===== src/core/mosmcs_regs.vh =====
// register map, field positions and codes of the clock monitor and select block
`ifndef MOSMCS_REGS_VH
`define MOSMCS_REGS_VH

// byte offsets
`define MOSMCS_OFF_CPU_MODE_REGISTER 8'h00
`define MOSMCS_OFF_MISC 8'h04
`define MOSMCS_OFF_RDIV 8'h08
`define MOSMCS_OFF_STAT 8'h0c

// cpu mode register fields
`define MOSMCS_CPU_MODE_REGISTER_DIV_HI 7
`define MOSMCS_CPU_MODE_REGISTER_DIV_LO 6
`define MOSMCS_CPU_MODE_REGISTER_RC 5
`define MOSMCS_CPU_MODE_REGISTER_MSTOP 4
`define MOSMCS_CPU_MODE_REGISTER_OSTOP 3
`define MOSMCS_CPU_MODE_REGISTER_PM_HI 1
`define MOSMCS_CPU_MODE_REGISTER_PM_LO 0

// clock division codes in cpu mode bits 7:6
`define MOSMCS_DIV_M2 2'h0
`define MOSMCS_DIV_M8 2'h1
`define MOSMCS_DIV_ONCHIP 2'h2
`define MOSMCS_DIV_M1 2'h3

// reset value: on-chip clock selected, both oscillators running
`define MOSMCS_CPU_MODE_REGISTER_RST 8'h80

// misc register fields
`define MOSMCS_MISC_DET_EN 0
`define MOSMCS_MISC_RST_EN 1
`define MOSMCS_MISC_FLAG 2

// on-chip division codes
`define MOSMCS_RDIV_1 2'h0
`define MOSMCS_RDIV_2 2'h1
`define MOSMCS_RDIV_8 2'h2
`define MOSMCS_RDIV_128 2'h3

// divide counts minus one
`define MOSMCS_N1 7'h00
`define MOSMCS_N2 7'h01
`define MOSMCS_N8 7'h07
`define MOSMCS_N128 7'h7f

// status register fields
`define MOSMCS_STAT_ONMAIN 0
`define MOSMCS_STAT_ALIVE 1
`define MOSMCS_STAT_LOCK 2

`endif


===== src/core/mosmcs_top.v =====
// main oscillation stop monitor and cpu clock select with apb registers
// Overview of operation
// - detect-enable bit set activates on-chip supervision
// - detected main stop sets sticky flag
// - stop-reset-enable makes detection raise internal reset
// - internal stop reset keeps the flag
// - external reset clears the flag
// - writing zero to detect-enable clears flag
// - detect-enable survives internal stop reset
// - main clock ratios divide 2, 8, 1
// - on-chip ratios divide 1, 2, 8, 128
// - reset and switch to on-chip select /8
// - type and processor bits written once only
// - cpu period is 1, 2, 8 main periods
// - cpu mode bit fields 7:6, 4, 3
// - start on-chip, bit 5 picks ceramic/rc
//
// Our own choices: the register offsets and the APB interface to the registers.
`timescale 1ns/1ns
`include "mosmcs_regs.vh"

module mosmcs_top #(
  parameter STOP_WINDOW = 16,
  parameter RST_HOLD = 16
) (
  // clock and reset
  input wire pclk,
  input wire presetn,
  // apb slave
  input wire psel,
  input wire penable,
  input wire pwrite,
  input wire [7:0] paddr,
  input wire [31:0] pwdata,
  output reg [31:0] prdata,
  output reg pready,
  output reg pslverr,
  // oscillator side
  input wire main_osc_input,
  input wire onchip_osc_tick,
  output reg main_osc_enable,
  output reg onchip_osc_enable,
  output reg main_osc_rc,
  // cpu side
  output reg cpu_clk_tick,
  output reg [1:0] proc_mode,
  output reg osc_stop_rst
);

  // window counter width, enough for both parameters
  localparam CW = 16;
  localparam integer WIN_LAST_I = STOP_WINDOW - 1;
  localparam integer HOLD_LAST_I = RST_HOLD - 1;
  // cut to the counter width on purpose
  localparam [CW-1:0] WIN_LAST = WIN_LAST_I[CW-1:0];
  localparam [CW-1:0] HOLD_LAST = HOLD_LAST_I[CW-1:0];

  // register state
  reg [7:0] cpu_mode_register_r;
  reg cpu_mode_register_lock_r;
  reg det_en_r;
  reg rst_en_r;
  reg flag_r;
  reg [1:0] rdiv_r;

  // monitor state
  reg xs1_r;
  reg xs2_r;
  reg xs3_r;
  reg [CW-1:0] win_r;
  reg [CW-1:0] hold_r;
  reg alive_r;

  // divider state
  reg [6:0] div_cnt_r;
  reg on_main_r;

  // decoded bus strobes
  wire setup_ph;
  wire wr_acc;
  wire wr_cpu_mode_register;
  wire wr_misc;
  wire wr_rdiv;
  wire addr_ok;

  assign setup_ph = psel & ~penable;
  assign wr_acc = psel & penable & pready & pwrite & ~pslverr;
  assign wr_cpu_mode_register = wr_acc & (paddr == `MOSMCS_OFF_CPU_MODE_REGISTER);
  assign wr_misc = wr_acc & (paddr == `MOSMCS_OFF_MISC);
  assign wr_rdiv = wr_acc & (paddr == `MOSMCS_OFF_RDIV);
  assign addr_ok = (paddr == `MOSMCS_OFF_CPU_MODE_REGISTER) | (paddr == `MOSMCS_OFF_MISC) |
                   (paddr == `MOSMCS_OFF_RDIV) | (paddr == `MOSMCS_OFF_STAT);

  // decoded mode fields
  wire [1:0] div_sel;
  wire on_main;
  wire monitor_on;
  wire main_edge;
  wire stop_evt;
  wire soft_rst;

  assign div_sel = cpu_mode_register_r[`MOSMCS_CPU_MODE_REGISTER_DIV_HI:`MOSMCS_CPU_MODE_REGISTER_DIV_LO];
  assign on_main = (div_sel != `MOSMCS_DIV_ONCHIP);
  assign monitor_on = det_en_r & ~cpu_mode_register_r[`MOSMCS_CPU_MODE_REGISTER_OSTOP];
  assign main_edge = xs2_r & ~xs3_r;
  assign stop_evt = monitor_on & onchip_osc_tick & ~main_edge &
                    (win_r == WIN_LAST);
  // internal stop reset reinitialises the cpu mode logic
  assign soft_rst = osc_stop_rst;

  // apb answer: one wait-free access phase, error on unmapped address
  always @(posedge pclk or negedge presetn) begin
    if (!presetn) begin
      pready <= 1'b0;
      pslverr <= 1'b0;
    end else begin
      pready <= setup_ph;
      pslverr <= setup_ph & ~addr_ok;
    end
  end

  // read data captured in the setup phase
  always @(posedge pclk or negedge presetn) begin
    if (!presetn) begin
      prdata <= 32'h0000_0000;
    end else if (setup_ph & ~pwrite) begin
      case (paddr)
        `MOSMCS_OFF_CPU_MODE_REGISTER: begin
          prdata <= {24'h000000, cpu_mode_register_r};
        end
        `MOSMCS_OFF_MISC: begin
          prdata <= {29'h0000_0000, flag_r, rst_en_r, det_en_r};
        end
        `MOSMCS_OFF_RDIV: begin
          prdata <= {30'h0000_0000, rdiv_r};
        end
        `MOSMCS_OFF_STAT: begin
          prdata <= {29'h0000_0000, cpu_mode_register_lock_r, alive_r, on_main};
        end
        default: begin
          prdata <= 32'h0000_0000;
        end
      endcase
    end
  end

  // cpu mode register with once-only fields
  always @(posedge pclk or negedge presetn) begin
    if (!presetn) begin
      cpu_mode_register_r <= `MOSMCS_CPU_MODE_REGISTER_RST;
      cpu_mode_register_lock_r <= 1'b0;
    end else if (soft_rst) begin
      cpu_mode_register_r <= `MOSMCS_CPU_MODE_REGISTER_RST;
      cpu_mode_register_lock_r <= 1'b0;
    end else if (wr_cpu_mode_register) begin
      cpu_mode_register_r[`MOSMCS_CPU_MODE_REGISTER_DIV_HI:`MOSMCS_CPU_MODE_REGISTER_DIV_LO] <=
        pwdata[`MOSMCS_CPU_MODE_REGISTER_DIV_HI:`MOSMCS_CPU_MODE_REGISTER_DIV_LO];
      cpu_mode_register_r[`MOSMCS_CPU_MODE_REGISTER_MSTOP] <= pwdata[`MOSMCS_CPU_MODE_REGISTER_MSTOP];
      cpu_mode_register_r[`MOSMCS_CPU_MODE_REGISTER_OSTOP] <= pwdata[`MOSMCS_CPU_MODE_REGISTER_OSTOP];
      if (!cpu_mode_register_lock_r) begin
        cpu_mode_register_r[`MOSMCS_CPU_MODE_REGISTER_RC] <= pwdata[`MOSMCS_CPU_MODE_REGISTER_RC];
        cpu_mode_register_r[`MOSMCS_CPU_MODE_REGISTER_PM_HI:`MOSMCS_CPU_MODE_REGISTER_PM_LO] <=
          pwdata[`MOSMCS_CPU_MODE_REGISTER_PM_HI:`MOSMCS_CPU_MODE_REGISTER_PM_LO];
      end
      cpu_mode_register_lock_r <= 1'b1;
    end
  end

  // on-chip division ratio register
  always @(posedge pclk or negedge presetn) begin
    if (!presetn) begin
      rdiv_r <= `MOSMCS_RDIV_8;
    end else if (soft_rst) begin
      rdiv_r <= `MOSMCS_RDIV_8;
    end else if (on_main_r & ~on_main) begin
      // forced on main to on-chip switch
      rdiv_r <= `MOSMCS_RDIV_8;
    end else if (wr_rdiv) begin
      rdiv_r <= pwdata[1:0];
    end
  end

  // monitor control bits, untouched by the internal stop reset
  always @(posedge pclk or negedge presetn) begin
    if (!presetn) begin
      det_en_r <= 1'b0;
      rst_en_r <= 1'b0;
    end else if (wr_misc) begin
      det_en_r <= pwdata[`MOSMCS_MISC_DET_EN];
      rst_en_r <= pwdata[`MOSMCS_MISC_RST_EN];
    end
  end

  // sticky stop flag, a detection wins over a same-cycle clear
  always @(posedge pclk or negedge presetn) begin
    if (!presetn) begin
      flag_r <= 1'b0;
    end else if (stop_evt) begin
      flag_r <= 1'b1;
    end else if (wr_misc & ~pwdata[`MOSMCS_MISC_DET_EN]) begin
      flag_r <= 1'b0;
    end
  end

  // main clock sampler, first stage feeds only the second
  always @(posedge pclk or negedge presetn) begin
    if (!presetn) begin
      xs1_r <= 1'b0;
      xs2_r <= 1'b0;
      xs3_r <= 1'b0;
    end else begin
      xs1_r <= main_osc_input;
      xs2_r <= xs1_r;
      xs3_r <= xs2_r;
    end
  end

  // on-chip ticks counted since the last main edge
  always @(posedge pclk or negedge presetn) begin
    if (!presetn) begin
      win_r <= {CW{1'b0}};
      alive_r <= 1'b0;
    end else if (!monitor_on | main_edge) begin
      win_r <= {CW{1'b0}};
      alive_r <= main_edge | (alive_r & ~monitor_on);
    end else if (onchip_osc_tick) begin
      if (win_r == WIN_LAST) begin
        win_r <= {CW{1'b0}};
        alive_r <= 1'b0;
      end else begin
        win_r <= win_r + {{(CW-1){1'b0}}, 1'b1};
      end
    end
  end

  // internal reset pulse of fixed length
  always @(posedge pclk or negedge presetn) begin
    if (!presetn) begin
      osc_stop_rst <= 1'b0;
      hold_r <= {CW{1'b0}};
    end else if (stop_evt & rst_en_r) begin
      osc_stop_rst <= 1'b1;
      hold_r <= {CW{1'b0}};
    end else if (osc_stop_rst) begin
      if (hold_r == HOLD_LAST) begin
        osc_stop_rst <= 1'b0;
      end else begin
        hold_r <= hold_r + {{(CW-1){1'b0}}, 1'b1};
      end
    end
  end

  // divide count for the active source
  reg [6:0] div_last;
  always @* begin
    div_last = `MOSMCS_N8;
    case (div_sel)
      `MOSMCS_DIV_M2: begin
        div_last = `MOSMCS_N2;
      end
      `MOSMCS_DIV_M8: begin
        div_last = `MOSMCS_N8;
      end
      `MOSMCS_DIV_M1: begin
        div_last = `MOSMCS_N1;
      end
      default: begin
        case (rdiv_r)
          `MOSMCS_RDIV_1: begin
            div_last = `MOSMCS_N1;
          end
          `MOSMCS_RDIV_2: begin
            div_last = `MOSMCS_N2;
          end
          `MOSMCS_RDIV_128: begin
            div_last = `MOSMCS_N128;
          end
          default: begin
            div_last = `MOSMCS_N8;
          end
        endcase
      end
    endcase
  end

  // source ticks: main edges or on-chip ticks
  wire src_tick;
  assign src_tick = on_main ? main_edge : onchip_osc_tick;

  // cpu clock divider, restarts when the source changes
  always @(posedge pclk or negedge presetn) begin
    if (!presetn) begin
      div_cnt_r <= 7'h00;
      cpu_clk_tick <= 1'b0;
      on_main_r <= 1'b0;
    end else begin
      on_main_r <= on_main;
      if (on_main_r != on_main) begin
        div_cnt_r <= 7'h00;
        cpu_clk_tick <= 1'b0;
      end else if (src_tick) begin
        // one tick per N source periods
        if (div_cnt_r >= div_last) begin
          div_cnt_r <= 7'h00;
          cpu_clk_tick <= 1'b1;
        end else begin
          div_cnt_r <= div_cnt_r + 7'h01;
          cpu_clk_tick <= 1'b0;
        end
      end else begin
        cpu_clk_tick <= 1'b0;
      end
    end
  end

  // oscillator controls and mode outputs
  always @(posedge pclk or negedge presetn) begin
    if (!presetn) begin
      main_osc_enable <= 1'b1;
      onchip_osc_enable <= 1'b1;
      main_osc_rc <= 1'b0;
      proc_mode <= 2'h0;
    end else begin
      main_osc_enable <= ~cpu_mode_register_r[`MOSMCS_CPU_MODE_REGISTER_MSTOP];
      onchip_osc_enable <= ~cpu_mode_register_r[`MOSMCS_CPU_MODE_REGISTER_OSTOP];
      main_osc_rc <= cpu_mode_register_r[`MOSMCS_CPU_MODE_REGISTER_RC];
      proc_mode <= cpu_mode_register_r[`MOSMCS_CPU_MODE_REGISTER_PM_HI:`MOSMCS_CPU_MODE_REGISTER_PM_LO];
    end
  end

endmodule


===== config.mk =====
export PLATFORM = sky130hd
export DESIGN_NAME = mosmcs_top
export DESIGN_NICKNAME = d
export VERILOG_FILES = /design/src/core/mosmcs_top.v
export VERILOG_INCLUDE_DIRS = /design/src /design/src/core
export SDC_FILE = /design/constraint.sdc
export NUM_CORES = 1
export LEC_CHECK = 0
export ABC_CLOCK_PERIOD_IN_PS = 2200
export BUFFER_PORTS_ARGS = -buffer_cell sky130_fd_sc_hd__buf_2
export CAP_MARGIN = 20
export CORE_MARGIN = 1.5
export CORE_UTILIZATION = 51
export CTS_BUF_LIST = sky130_fd_sc_hd__clkbuf_4 sky130_fd_sc_hd__clkbuf_8
export DETAILED_ROUTE_END_ITERATION = 16
export PLACE_DENSITY = 0.79
export REMOVE_ABC_BUFFERS = 1
export SLEW_MARGIN = 10
export SYNTH_ARGS = -nofsm -noshare
export SYNTH_HDL_FRONTEND = slang
export SYNTH_SLANG_ARGS = --single-unit

===== constraint.sdc =====
create_clock -name pclk -period 2.2 [get_ports pclk]
set_input_delay 0.33 -clock pclk [delete_from_list [all_inputs] [get_ports pclk]]
set_output_delay 0.33 -clock pclk [all_outputs]
set_load 0.1 [all_outputs]

After elaboration in Yosys (flattened, before gate mapping)
Cells that the tools add are included.
Widths: inputs -> output; s select.
Storage, ports and cells
  register bits after elaboration: 98
  bits in latches: 0
  bits in writable memories: 0
  memory bits (read-only): 0
  input bits: 47
  output and inout bits: 41
  word-level logic and storage cells: 125
  memories kept: 0
Cells by class
  add/subtract/negate cells: 3
  multipliers: 0
  div/mod/pow operators: 0
  order comparisons: 1
  eq/ne operators: 13
  shift-type cells: 0
  muxes and demuxes: 35
  bitwise logic cells: 35
  reductions and logical operators: 14
Operators with widths (count)
  $mux 16: 6
  $pmux 7 s3: 2
  $add 16x1->16 const B: 2
  $eq 16x4->1 const B: 2
  $pmux 8 s4: 1
  $mux 7: 3
  $and 1x1->1: 19
  $eq 8x4->1 const B: 2
  $mux 1: 15
  $mux 2: 6
  $reduce_bool 2->1: 6
  $not 1->1: 11
  $mux 5: 2
  $eq 8x3->1 const B: 1
  $logic_not 8->1: 1
  $add 7x1->7 const B: 1
  $ge 7x7->1: 1
  $ne 2x2->1 const B: 3
  $reduce_and 2->1: 3
  $or 1x1->1: 5
  $eq 2x1->1 const B: 2
  $eq 2x2->1 const B: 2
  $logic_not 2->1: 2
  $reduce_bool 3->1: 1
  2 further kinds: 2

Longest topological paths before layout
Gate-level depths: netlist (run 1).
  depth in word-level cells: 8
  mapped depth: 9
  depth with buffers taken out: 9

Worst setup path before layout (run 1)
OpenSTA, ideal clock, no wires.
  kind: flip-flop to flip-flop
  start: register cpu_mode_register_r[7]
  end: register div_cnt_r[4]
  library setup time: 0.121 ns
  arrival: 2.218 ns
  required time: 2.079 ns
  slack: -0.139 ns
  stages on the path, launching flop included: 10
  buffers on the path: 0
  clock period less this slack: 2.339 ns
  path through: dfstp_2 -> nand2b_1 -> inv_1 -> nand3_1 -> ha_1 -> and4_1 -> nand2_1 -> o2111ai_1 -> nor2_1 -> a22o_1
Between the ends
  elaborated cells between the ends (all ways): 12
  those cells by class: order compare (1); eq/ne (4); mux (5); reduce/logical (2)
RTL lines
  start: declaration: line mosmcs_top.v:59  | reg [7:0] cpu_mode_register_r;
  start signal: assignment: line mosmcs_top.v:150  | cpu_mode_register_r <= `MOSMCS_CPU_MODE_REGISTER_RST;
  start signal: assignment: line mosmcs_top.v:153  | cpu_mode_register_r <= `MOSMCS_CPU_MODE_REGISTER_RST;
  start signal: indexed assignment: line mosmcs_top.v:156  | cpu_mode_register_r[`MOSMCS_CPU_MODE_REGISTER_DIV_HI:`MOSMCS_CPU_MODE_REGISTER_DIV_LO] <=
  $ne 2x2->1 (no line) (*)
  net on_main: line mosmcs_top.v:96  | wire on_main;
  $ne 1x1->1 / $mux 1 (equally long branches): line mosmcs_top.v:298, mosmcs_top.v:288
  $mux 7 / $reduce_bool 2->1 (equally long branches)
  end signal: assignment: line mosmcs_top.v:307  | div_cnt_r <= div_cnt_r + 7'h01;
  end: declaration: line mosmcs_top.v:75  | reg [6:0] div_cnt_r;
The timed path passes the listed nets; every way through them passes the cells marked *. The select of a mux whose other input is x is not followed.
A chain may end at the register's enable or synchronous reset.

Worst setup path after layout (run 1)
  start: register cpu_mode_register_r[7]
  end: register div_cnt_r[6]
The elaborated chain is that of the path after synthesis.

==> flow_summary.toml, run 1 <==
[outcome]
status = "finished, violations left"
violations = "negative setup slack"

[yosys]
ys_warn_count = 0
yosysSeqAreaShare_pct = 48.4
yosysUniqueCellTypes = 52
synth_area_sq_um = 3830
synth-compound-area-share_pct = 8.68
synth_top_family_by_area = "simple AND/OR/NAND/NOR gates"
ys_ff_latch = 74
synth_xor_area_share_pct = 5.71
synth_edf_count = 0
synthAdderAreaFrac_pct = 2.94
yosys.area_share.simple_pct = 22.6
synthArstFlopShare_pct = 100
synth_top_cell_by_area = "dfrtp_1"
synth_cells = 373
synthTopCellsByArea = "dfrtp_1, buf_4, nor2_1, xnor2_1, ha_1"
yosysTopAreaCellShare_pct = 45.7
avgSynthCellArea_sq_um = 10.3
synthFlopType = "dfrtp_1"
synthMuxAreaShare_pct = 4.93

[sta]
tightestPinTransition_ns = 0.683
skew_ns = 0.00905
drv_slew = 0
fin_crit_sh_pct = 101
maxSlewHeadroom_pct = 54.1
period_minus_slack_ns = 2.22
setup_ws_ns = -0.0244
setup_violations = 3
rsz0062_at_grt = "yes"
clock.fmax_mhz = 450
hold_viol_final = 0

[clock_network]
cts_tree = "built"
cts.hold.buffers_added = 0
cts_sinks = 74
cts_buffers = 9
clk_latency_ns = 0.35
cts_root_buf = "clkbuf_8"
max-clock-path-buffers = 2
clk_pin_slew_worst_paths_ns = 0.08
cts_max_level = 3

[critical_path]
crit_type = "flop to flop"
cp_data_required_time_ns = 2.44
crit-reg2reg-capture = "div_cnt_r[6]"
r2r_slack_ns = -0.02
path_max_fanout = 8
r2r-start = "cpu_mode_register_r[7]"
end_kind = "flop"
cp.arrival_ns = 2.46
reg2reg_depth = 11
cp-start-kind = "flop"

[grt]
grtUsageTotal_pct = 19.9
grt_pass1_wl_mm = 12.1
grt_max_degree = 75
grt_pass1_vias = 2653
antenna_found_initial = 0
grt_overflow_total = 0

[placement]
place_congestion = 0.852
hpwl_mm = 5.29
placed_cells = 517
port-buffer-count = 38

[job]
drv_cap = 0

[cells_and_area]
drive_above_1_share_pct = 24.9
area_growth_pct = 17.1
final_common_cell = "dfrtp_1"
final_cell_mix = "dfrtp_1, nor2_1, buf_2"
fillers = 575
final_cell_count_no_fill = 537
diodes = 0
layout.nets = 489
final_core_util_pct = 61.9

[power_and_ir_drop]
peakVddDrop_uv = 333
leakagePower_nw = 2.10
p_per_area_nw_per_um2 = 670
power.total_mw = 3.01

[route]
wl_met2_mm = 3.55
wl_met1_mm = 3.34
highest_layer = "met4"
wirelength_mm = 7.46
drc = 0
vias_per_cell = 5.41
antenna_left = 0
avgRoutedWirePerCell_um = 13.9
met3_length_um = 437
drt_iter0_drc = 169
vias = 2903
dr.pass1.iters = 4

[die]
pin_count = 88
die_x_um = 89.7
core_region_area_sq_um = 7250
start_util_pct = 52.8
rows = 31
die_area_sq_um = 8040
die_h_um = 89.7

[worst_hold_path]
hp-class = "input pin to asynchronous set/reset pin"
worst max-delay path: stages, from the launching register on:
cell and delay (ns):
dfstp_2 0.56, nand2b_4 0.07, inv_4 0.06, nand3_4 0.14
ha_4 0.31, and4_4 0.23, nand2_1 0.06, o2111ai_1 0.18
buf_4 0.19, buf_4 0.12, o21ai_1 0.06, a21o_1 0.15
cells in the mapped netlist, types with 10 or more instances:
master	number
nor2_1	47
a22o_1	11
dfrtp_1	70
xnor2_1	14
buf_4	24
xor2_1	11
nand2_1	25
mux2i_1	11
inv_1	10
nand3_1	13
registers in the layout, indices dropped and copies added (netlist names), 2 cells and up:
signal               count
prdata                   8
div_cnt_r                7
win_r                   16
proc_mode                2
cpu_mode_register_r      7
rdiv_r                   2
hold_r                  16
kinds of logic (layout without fill, tap and decap cells):
kind of cell / after synthesis / after routing
multiplexers: 16 / 16
XOR/XNOR: 25 / 25
AND/OR/NAND/NOR: 162 / 162
AO/OA/AOI/OAI: 43 / 43
buffers and inverters: 43 / 85
flip-flops: 74 / 74
other: 1 / 24
adder cells (fa/ha/maj): 9 / 9
through the flow:
step	hold WS [ns]	TNS, ns	cell area [sq um]	setup slack [ns]
global placement	0.336	-0.490	4160	-0.0885
finish	0.0101	-0.0389	4490	-0.0244
detailed placement	0.350	-0.952	4160	-0.167
CTS	0.0280	-0.124	4450	-0.0664
floorplan	0.0344	-0.902	3700	-0.139
global route	0.0357	-0.709	4490	-0.132
per-layer routing:
layer / vias to the layer above / GRT usage (%)
li1: 1385 / -
met1: 1404 / 25.9
met2: 104 / 32.4
met3: 10 / 4.57
met4: 0 / 7.97
met5: - / 0
power by group:
part / switching [mW] / total (mW) / internal [mW] / leakage [nW]
clock network: 0.514 / 1.05 / 0.538 / 0.0959
logic: 0.387 / 0.541 / 0.154 / 1.09
registers: 0.0286 / 1.42 / 1.39 / 0.912
how the worst max path moves through the flow:
stage / startpoint / to / depth (start not counted)
2_1_floorplan: cpu_mode_register_r[7] / div_cnt_r[4] / 9
3_3_place_gp: cpu_mode_register_r[7] / div_cnt_r[0] / 10
3_5_place_dp: cpu_mode_register_r[7] / div_cnt_r[2] / 10
4_1_cts: cpu_mode_register_r[7] / div_cnt_r[1] / 10
5_1_grt: cpu_mode_register_r[7] / div_cnt_r[6] / 11
6_report: cpu_mode_register_r[7] / div_cnt_r[6] / 11
final cells by class:
type                       count  area [sq um]  area share (%)
inverter                      10          40.0           0.892
sequential                    74          1860            41.4
clock inverter                 6          67.6            1.51
timing repair buffer          59           360            8.03
clock buffer                  10           131            2.93
tap                           99           124            2.76
multi-input combinational    279          1910            42.5
what timing repair did:
item / 4_1_cts / 5_1_grt
hold endpoints to repair: 0 / 0
pin swaps: 4 / 8
endpoints found under the setup margin: 7 / 24
setup buffers: 2 / 2
resized for setup: 10 / 7
No activity file was read; power rests on OpenSTA's default activity.
==> run 2: changes to the inputs <==
--- a/config.mk
+++ b/config.mk
@@ -9,7 +9,6 @@
 export ABC_CLOCK_PERIOD_IN_PS = 2200
 export BUFFER_PORTS_ARGS = -buffer_cell sky130_fd_sc_hd__buf_2
 export CAP_MARGIN = 20
-export CORE_MARGIN = 1.5
 export CORE_UTILIZATION = 51
 export CTS_BUF_LIST = sky130_fd_sc_hd__clkbuf_4 sky130_fd_sc_hd__clkbuf_8
 export DETAILED_ROUTE_END_ITERATION = 16
==> run 2 against run 1 <==
The flow still finishes with violations (negative setup slack). Critical path depth fell by 1. Clock power barely moved. Flip-flop and latch count did not move. Global-route usage rose by 2.5 points. Combinational power rose by 14%. First-iteration DRC count fell by 15%. Clock-buffer cell count did not move. Largest power group unchanged.
==> flow_summary.toml, run 2 (synthesis results as in run 1) <==
[outcome]
status = "finished, violations left"
violations = "negative setup slack"

[job]
drv_cap = 0

[route]
wirelength_mm = 8.12
antenna_left = 0
vias = 2996
avgRoutedWirePerCell_um = 15.0
drc = 0
dr.pass1.iters = 4
drt_iter0_drc = 144
vias_per_cell = 5.54

[grt]
grt_max_degree = 34
grt_pass1_wl_mm = 13.4
grtUsageTotal_pct = 22.5
grt_overflow_total = 0
grt_pass1_vias = 2916
antenna_found_initial = 0

[placement]
hpwl_mm = 5.52
port-buffer-count = 38
place_congestion = 0.869
dp_slack_ns = -0.220

[power_and_ir_drop]
leakagePower_nw = 2.14
p_per_area_nw_per_um2 = 681
peakVddDrop_uv = 242

[clock_network]
clk_latency_ns = 0.35
clk_pin_slew_worst_paths_ns = 0.08
max-clock-path-buffers = 2
cts_tree = "built"
cts_max_level = 3
cts_buffers = 9
cts_root_buf = "clkbuf_8"
cts_sinks = 74

[critical_path]
crit_type = "flop to flop"
end_kind = "flop"
cp-start-kind = "flop"
path_max_fanout = 7
cp.arrival_ns = 2.59
cp_data_required_time_ns = 2.48

[die]
start_util_pct = 52.8
rows = 31
pin_count = 88
core_region_area_sq_um = 7250
die_x_um = 88.7
die_h_um = 88.7
die_area_sq_um = 7870

[cells_and_area]
drive_above_1_share_pct = 26.9
diodes = 0
area_growth_pct = 19.4
layout.nets = 493
final_core_util_pct = 63.1
final_cell_mix = "dfrtp_1, nor2_1, buf_2"
top_regs = "hold_r: 16 flops, win_r: 16 flops, prdata: 8 flops"
fillers = 581
final_common_cell = "dfrtp_1"

[sta]
rsz0062_at_grt = "yes"
hold_viol_final = 0
period_minus_slack_ns = 2.31
maxSlewHeadroom_pct = 53.2
fin_crit_sh_pct = 105
drv_slew = 0
setup_violations = 7
clock.fmax_mhz = 433
setup_ws_ns = -0.108
skew_ns = 0.0123
tightestPinTransition_ns = 0.696

[worst_hold_path]
hp-class = "input pin to flop"
==> run 2: changes by cell type in the layout (fill, tap and decap cells not counted), moves of 2 or more <==
cell / before / now
buf_6: 0 / 3
a21oi_1: 7 / 5
a21oi_2: 1 / 3
o21ai_0: 8 / 6
o21ai_2: 0 / 2
==> run 2: final cells by class <==
cell class / instances / area, sq um / share of cell area [%]
multi-input cells: 279 / 1950 / 42.6
flip-flops and latches: 74 / 1860 / 40.6
repair buffers: 63 / 404 / 8.83
clock buffers: 10 / 138 / 3.01
well taps: 99 / 124 / 2.71
clock inverters: 6 / 65.1 / 1.42
inverters: 10 / 40.0 / 0.875
==> run 2: path summary, 6_finish.rpt <==
kind | startpoint | depth (start not counted) | endpoint | slack [ns]
setup / recovery | cpu_mode_register_r[7] | 10 | div_cnt_r[1] | -0.11
max in group asynchronous | presetn | 3 | hold_r[7] | 0.97
setup reg to reg | cpu_mode_register_r[7] | 10 | div_cnt_r[1] | -0.11
min in group asynchronous | presetn | 2 | main_osc_rc | 0.54
hold reg to reg | xs1_r | 0 | xs2_r | 0.35
hold / removal | main_osc_input | 1 | xs1_r | 0.09
==> run 2: what timing repair did <==
item / 4_1_cts / 5_1_grt
hold buffers: 1 / 0
resized for setup: 12 / 18
hold endpoints to repair: 22 / 0
buffers inserted: 4 / 0
endpoints found under the setup margin: 7 / 25
pin swaps: 8 / 9
==> run 2: routing by layer <==
metal,GRT usage (%),part of all wire (%)
met1,28.6,43
met2,37.5,50
met3,3.45,5.0
met5,0,0
met4,11.1,2.2
==> run 2: through the flow <==
stage,TNS (ns),cells,total power [mW],hold WS (ns),area [sq um]
3_3_place_gp,-0.473,520,1.91,0.335,4180
4_1_cts,-0.502,541,3.03,0.0748,4500
2_1_floorplan,-0.902,363,1.79,0.0344,3700
5_1_grt,-1.35,541,3.25,0.0768,4580
6_report,-0.346,541,3.11,0.0899,4580
3_5_place_dp,-1.38,520,1.92,0.340,4180
==> run 2: power by group <==
part           internal, mW  switching, mW  total (mW)
clock                 0.557          0.516        1.07
combinational         0.202          0.418       0.619
sequential             1.39         0.0341        1.42
total                  2.15          0.968        3.11
==> run 2: worst max-delay path, stage by stage (launching register included) <==
cell and delay [ns]:
dfstp_2 0.58, nand2b_4 0.08, inv_4 0.06, nand3_4 0.14, ha_4 0.26, and4_4 0.20, o2111ai_4 0.06, o2111ai_2 0.15
buf_6 0.16, or3b_1 0.40, a21oi_2 0.14
==> run 3: changes to the inputs <==
--- a/config.mk
+++ b/config.mk
@@ -12,7 +12,7 @@
 export CORE_UTILIZATION = 51
 export CTS_BUF_LIST = sky130_fd_sc_hd__clkbuf_4 sky130_fd_sc_hd__clkbuf_8
 export DETAILED_ROUTE_END_ITERATION = 16
-export PLACE_DENSITY = 0.79
+export PLACE_DENSITY_LB_ADDON = 0.2
 export REMOVE_ABC_BUFFERS = 1
 export SLEW_MARGIN = 10
 export SYNTH_ARGS = -nofsm -noshare
==> run 3 against run 2 <==
The flow still finishes with violations (negative setup slack). Fmax is 2.6% higher. Hold slack worse by 0.0058 ns. Die area stayed put. Register-to-register slack better by 0.06 ns. Cell area is 0.49% higher. Total power is 6.1% higher. Core utilization is 0.31 points higher. Routed wire length is 3.9% lower. Clock-buffer cell count stayed put. Flip-flop and latch count stayed put. Clock skew is 0.0023 ns lower. Largest cell class unchanged. Largest power group unchanged.
==> flow_summary.toml, run 3 (synthesis results as in run 1) <==
[outcome]
status = "finished, violations left"
violations = "negative setup slack"

[clock_network]
max-clock-path-buffers = 2
cts_buffers = 9
cts_tree = "built"
clk_latency_ns = 0.35
clk_pin_slew_worst_paths_ns = 0.08
cts_max_level = 3
cts_root_buf = "clkbuf_8"
cts_sinks = 74

[critical_path]
path_cells = "nand2b_1 -> inv_2 -> nand3_4 -> ha_4 -> buf_4 -> a21oi_2 -> o2111ai_2 -> buf_6 -> or3_1 -> a21oi_2"
crit_type = "flop to flop"
reg2reg_depth = 10
worst-path-buf-inv = 3
r2r_slack_ns = -0.05
r2r-start = "cpu_mode_register_r[7]"
path_max_fanout = 5
critPathMaxStageDelay_ns = 0.54
cp-start-kind = "flop"
cp_slowest_cell = "dfstp_2"
crit-reg2reg-capture = "div_cnt_r[0]"
end_kind = "flop"
crit_top_cell = "a21oi_2"
crit_family = "simple AND/OR/NAND/NOR gates"
cp.arrival_ns = 2.54
cp_data_required_time_ns = 2.49

[route]
vias_per_cell = 5.39
drt_iter0_drc = 136
wirelength_mm = 7.81
avgRoutedWirePerCell_um = 14.3
drc = 0
dr.pass1.iters = 5
vias = 2932
antenna_left = 0

[die]
start_util_pct = 52.8
die_h_um = 88.7
pin_count = 88
die_area_sq_um = 7870
rows = 31
core_region_area_sq_um = 7250
die_x_um = 88.7

[sta]
fin_tns_setup_ns = -0.186
setup_violations = 6
hold_viol_final = 0
clock.fmax_mhz = 445
setup_ws_ns = -0.0496
rsz0062_at_grt = "yes"
tightestPinTransition_ns = 0.689
fin_crit_sh_pct = 102
maxSlewHeadroom_pct = 53.7
skew_ns = 0.0100
period_minus_slack_ns = 2.25
drv_slew = 0
holdWs_ns = 0.0841

[cells_and_area]
final_core_util_pct = 63.4
diodes = 0
final_common_cell = "dfrtp_1"
fin_area_sq_um = 4600
layout.nets = 496
top_regs = "hold_r: 16 flops, win_r: 16 flops, prdata: 8 flops"
area_growth_pct = 20.0
drive_above_1_share_pct = 26.1
final_cell_count_no_fill = 544
final_cell_mix = "dfrtp_1, nor2_1, buf_2"

[power_and_ir_drop]
p_per_area_nw_per_um2 = 718
leakagePower_nw = 2.16
peakVddDrop_uv = 295

[placement]
hpwl_mm = 5.29
place_congestion = 0.839
placed_area_sq_um = 4200
port-buffer-count = 38
placed_cells = 522

[grt]
antenna_found_initial = 0
grt_max_degree = 46
grt_overflow_total = 0
grt_pass1_vias = 2697
grt_pass1_wl_mm = 12.7
grtUsageTotal_pct = 21.2

[worst_hold_path]
hold_end = "xs1_r"
hp-start = "main_osc_input"
hp-class = "input pin to flop"
holdPathStages = 1

[job]
drv_cap = 0
-- run 3: worst register-to-register path, delay by kind of cell, from the launching register on --
kind | cells | cell delay [ns]
DFF | 1 | 0.54
and+or+nand+nor | 3 | 0.57
adders and majority gates | 1 | 0.26
AOI/OAI and AO/OA | 3 | 0.42
buffers and inverters | 3 | 0.39
-- run 3: final cells by class --
cell class	count	area, sq um
clock buffer	10	138
clock inverter	6	113
fill	593	2660
inverter	10	37.5
multi-input combinational	279	1910
sequential	74	1860
tap	99	124
timing repair buffer	66	419
-- run 3: report_power, final --
part / switching [mW] / total (mW) / leakage, nW / internal (mW)
Clock: 0.523 / 1.31 / 0.127 / 0.788
Combinational: 0.413 / 0.572 / 1.12 / 0.159
Sequential: 0.0320 / 1.42 / 0.912 / 1.39
-- run 3: worst max path at each step --
stage | slack (ns) | from | to | cells past startpoint
4_1_cts | -0.04 | cpu_mode_register_r[7] | div_cnt_r[0] | 10
5_1_grt | -0.13 | cpu_mode_register_r[7] | div_cnt_r[0] | 9
6_report | -0.05 | cpu_mode_register_r[7] | div_cnt_r[0] | 10
3_5_place_dp | -0.16 | cpu_mode_register_r[7] | div_cnt_r[4] | 10
3_3_place_gp | -0.07 | cpu_mode_register_r[7] | div_cnt_r[4] | 10
2_1_floorplan | -0.14 | cpu_mode_register_r[7] | div_cnt_r[4] | 9
-- run 3: per-layer routing --
layer | track usage (%) | part of all wire, % | up-vias
met5 | 0 | 0 | -
met4 | 9.97 | 1.8 | 0
met3 | 3.64 | 5.8 | 12
met2 | 34.5 | 47 | 103
met1 | 27.6 | 45 | 1412
li1 | - | - | 1405
-- run 3: timing repair --
| action | in CTS | in global routing |
|---|---|---|
| gates resized for setup | 14 | 5 |
| setup buffers | 3 | 1 |
| setup endpoints to repair | 7 | 7 |
| hold buffers | 1 | 0 |
| gates cloned | 1 | 0 |
| endpoints found under the hold margin | 39 | 0 |
| pin swaps | 2 | 1 |
-- run 3: metrics by stage --
| step | power, mW | setup slack, ns |
|---|---|---|
| floorplan | 1.79 | -0.139 |
| global placement | 1.91 | -0.0734 |
| detailed placement | 1.91 | -0.162 |
| CTS | 3.29 | -0.0376 |
| global route | 3.42 | -0.128 |
| finish | 3.30 | -0.0496 |
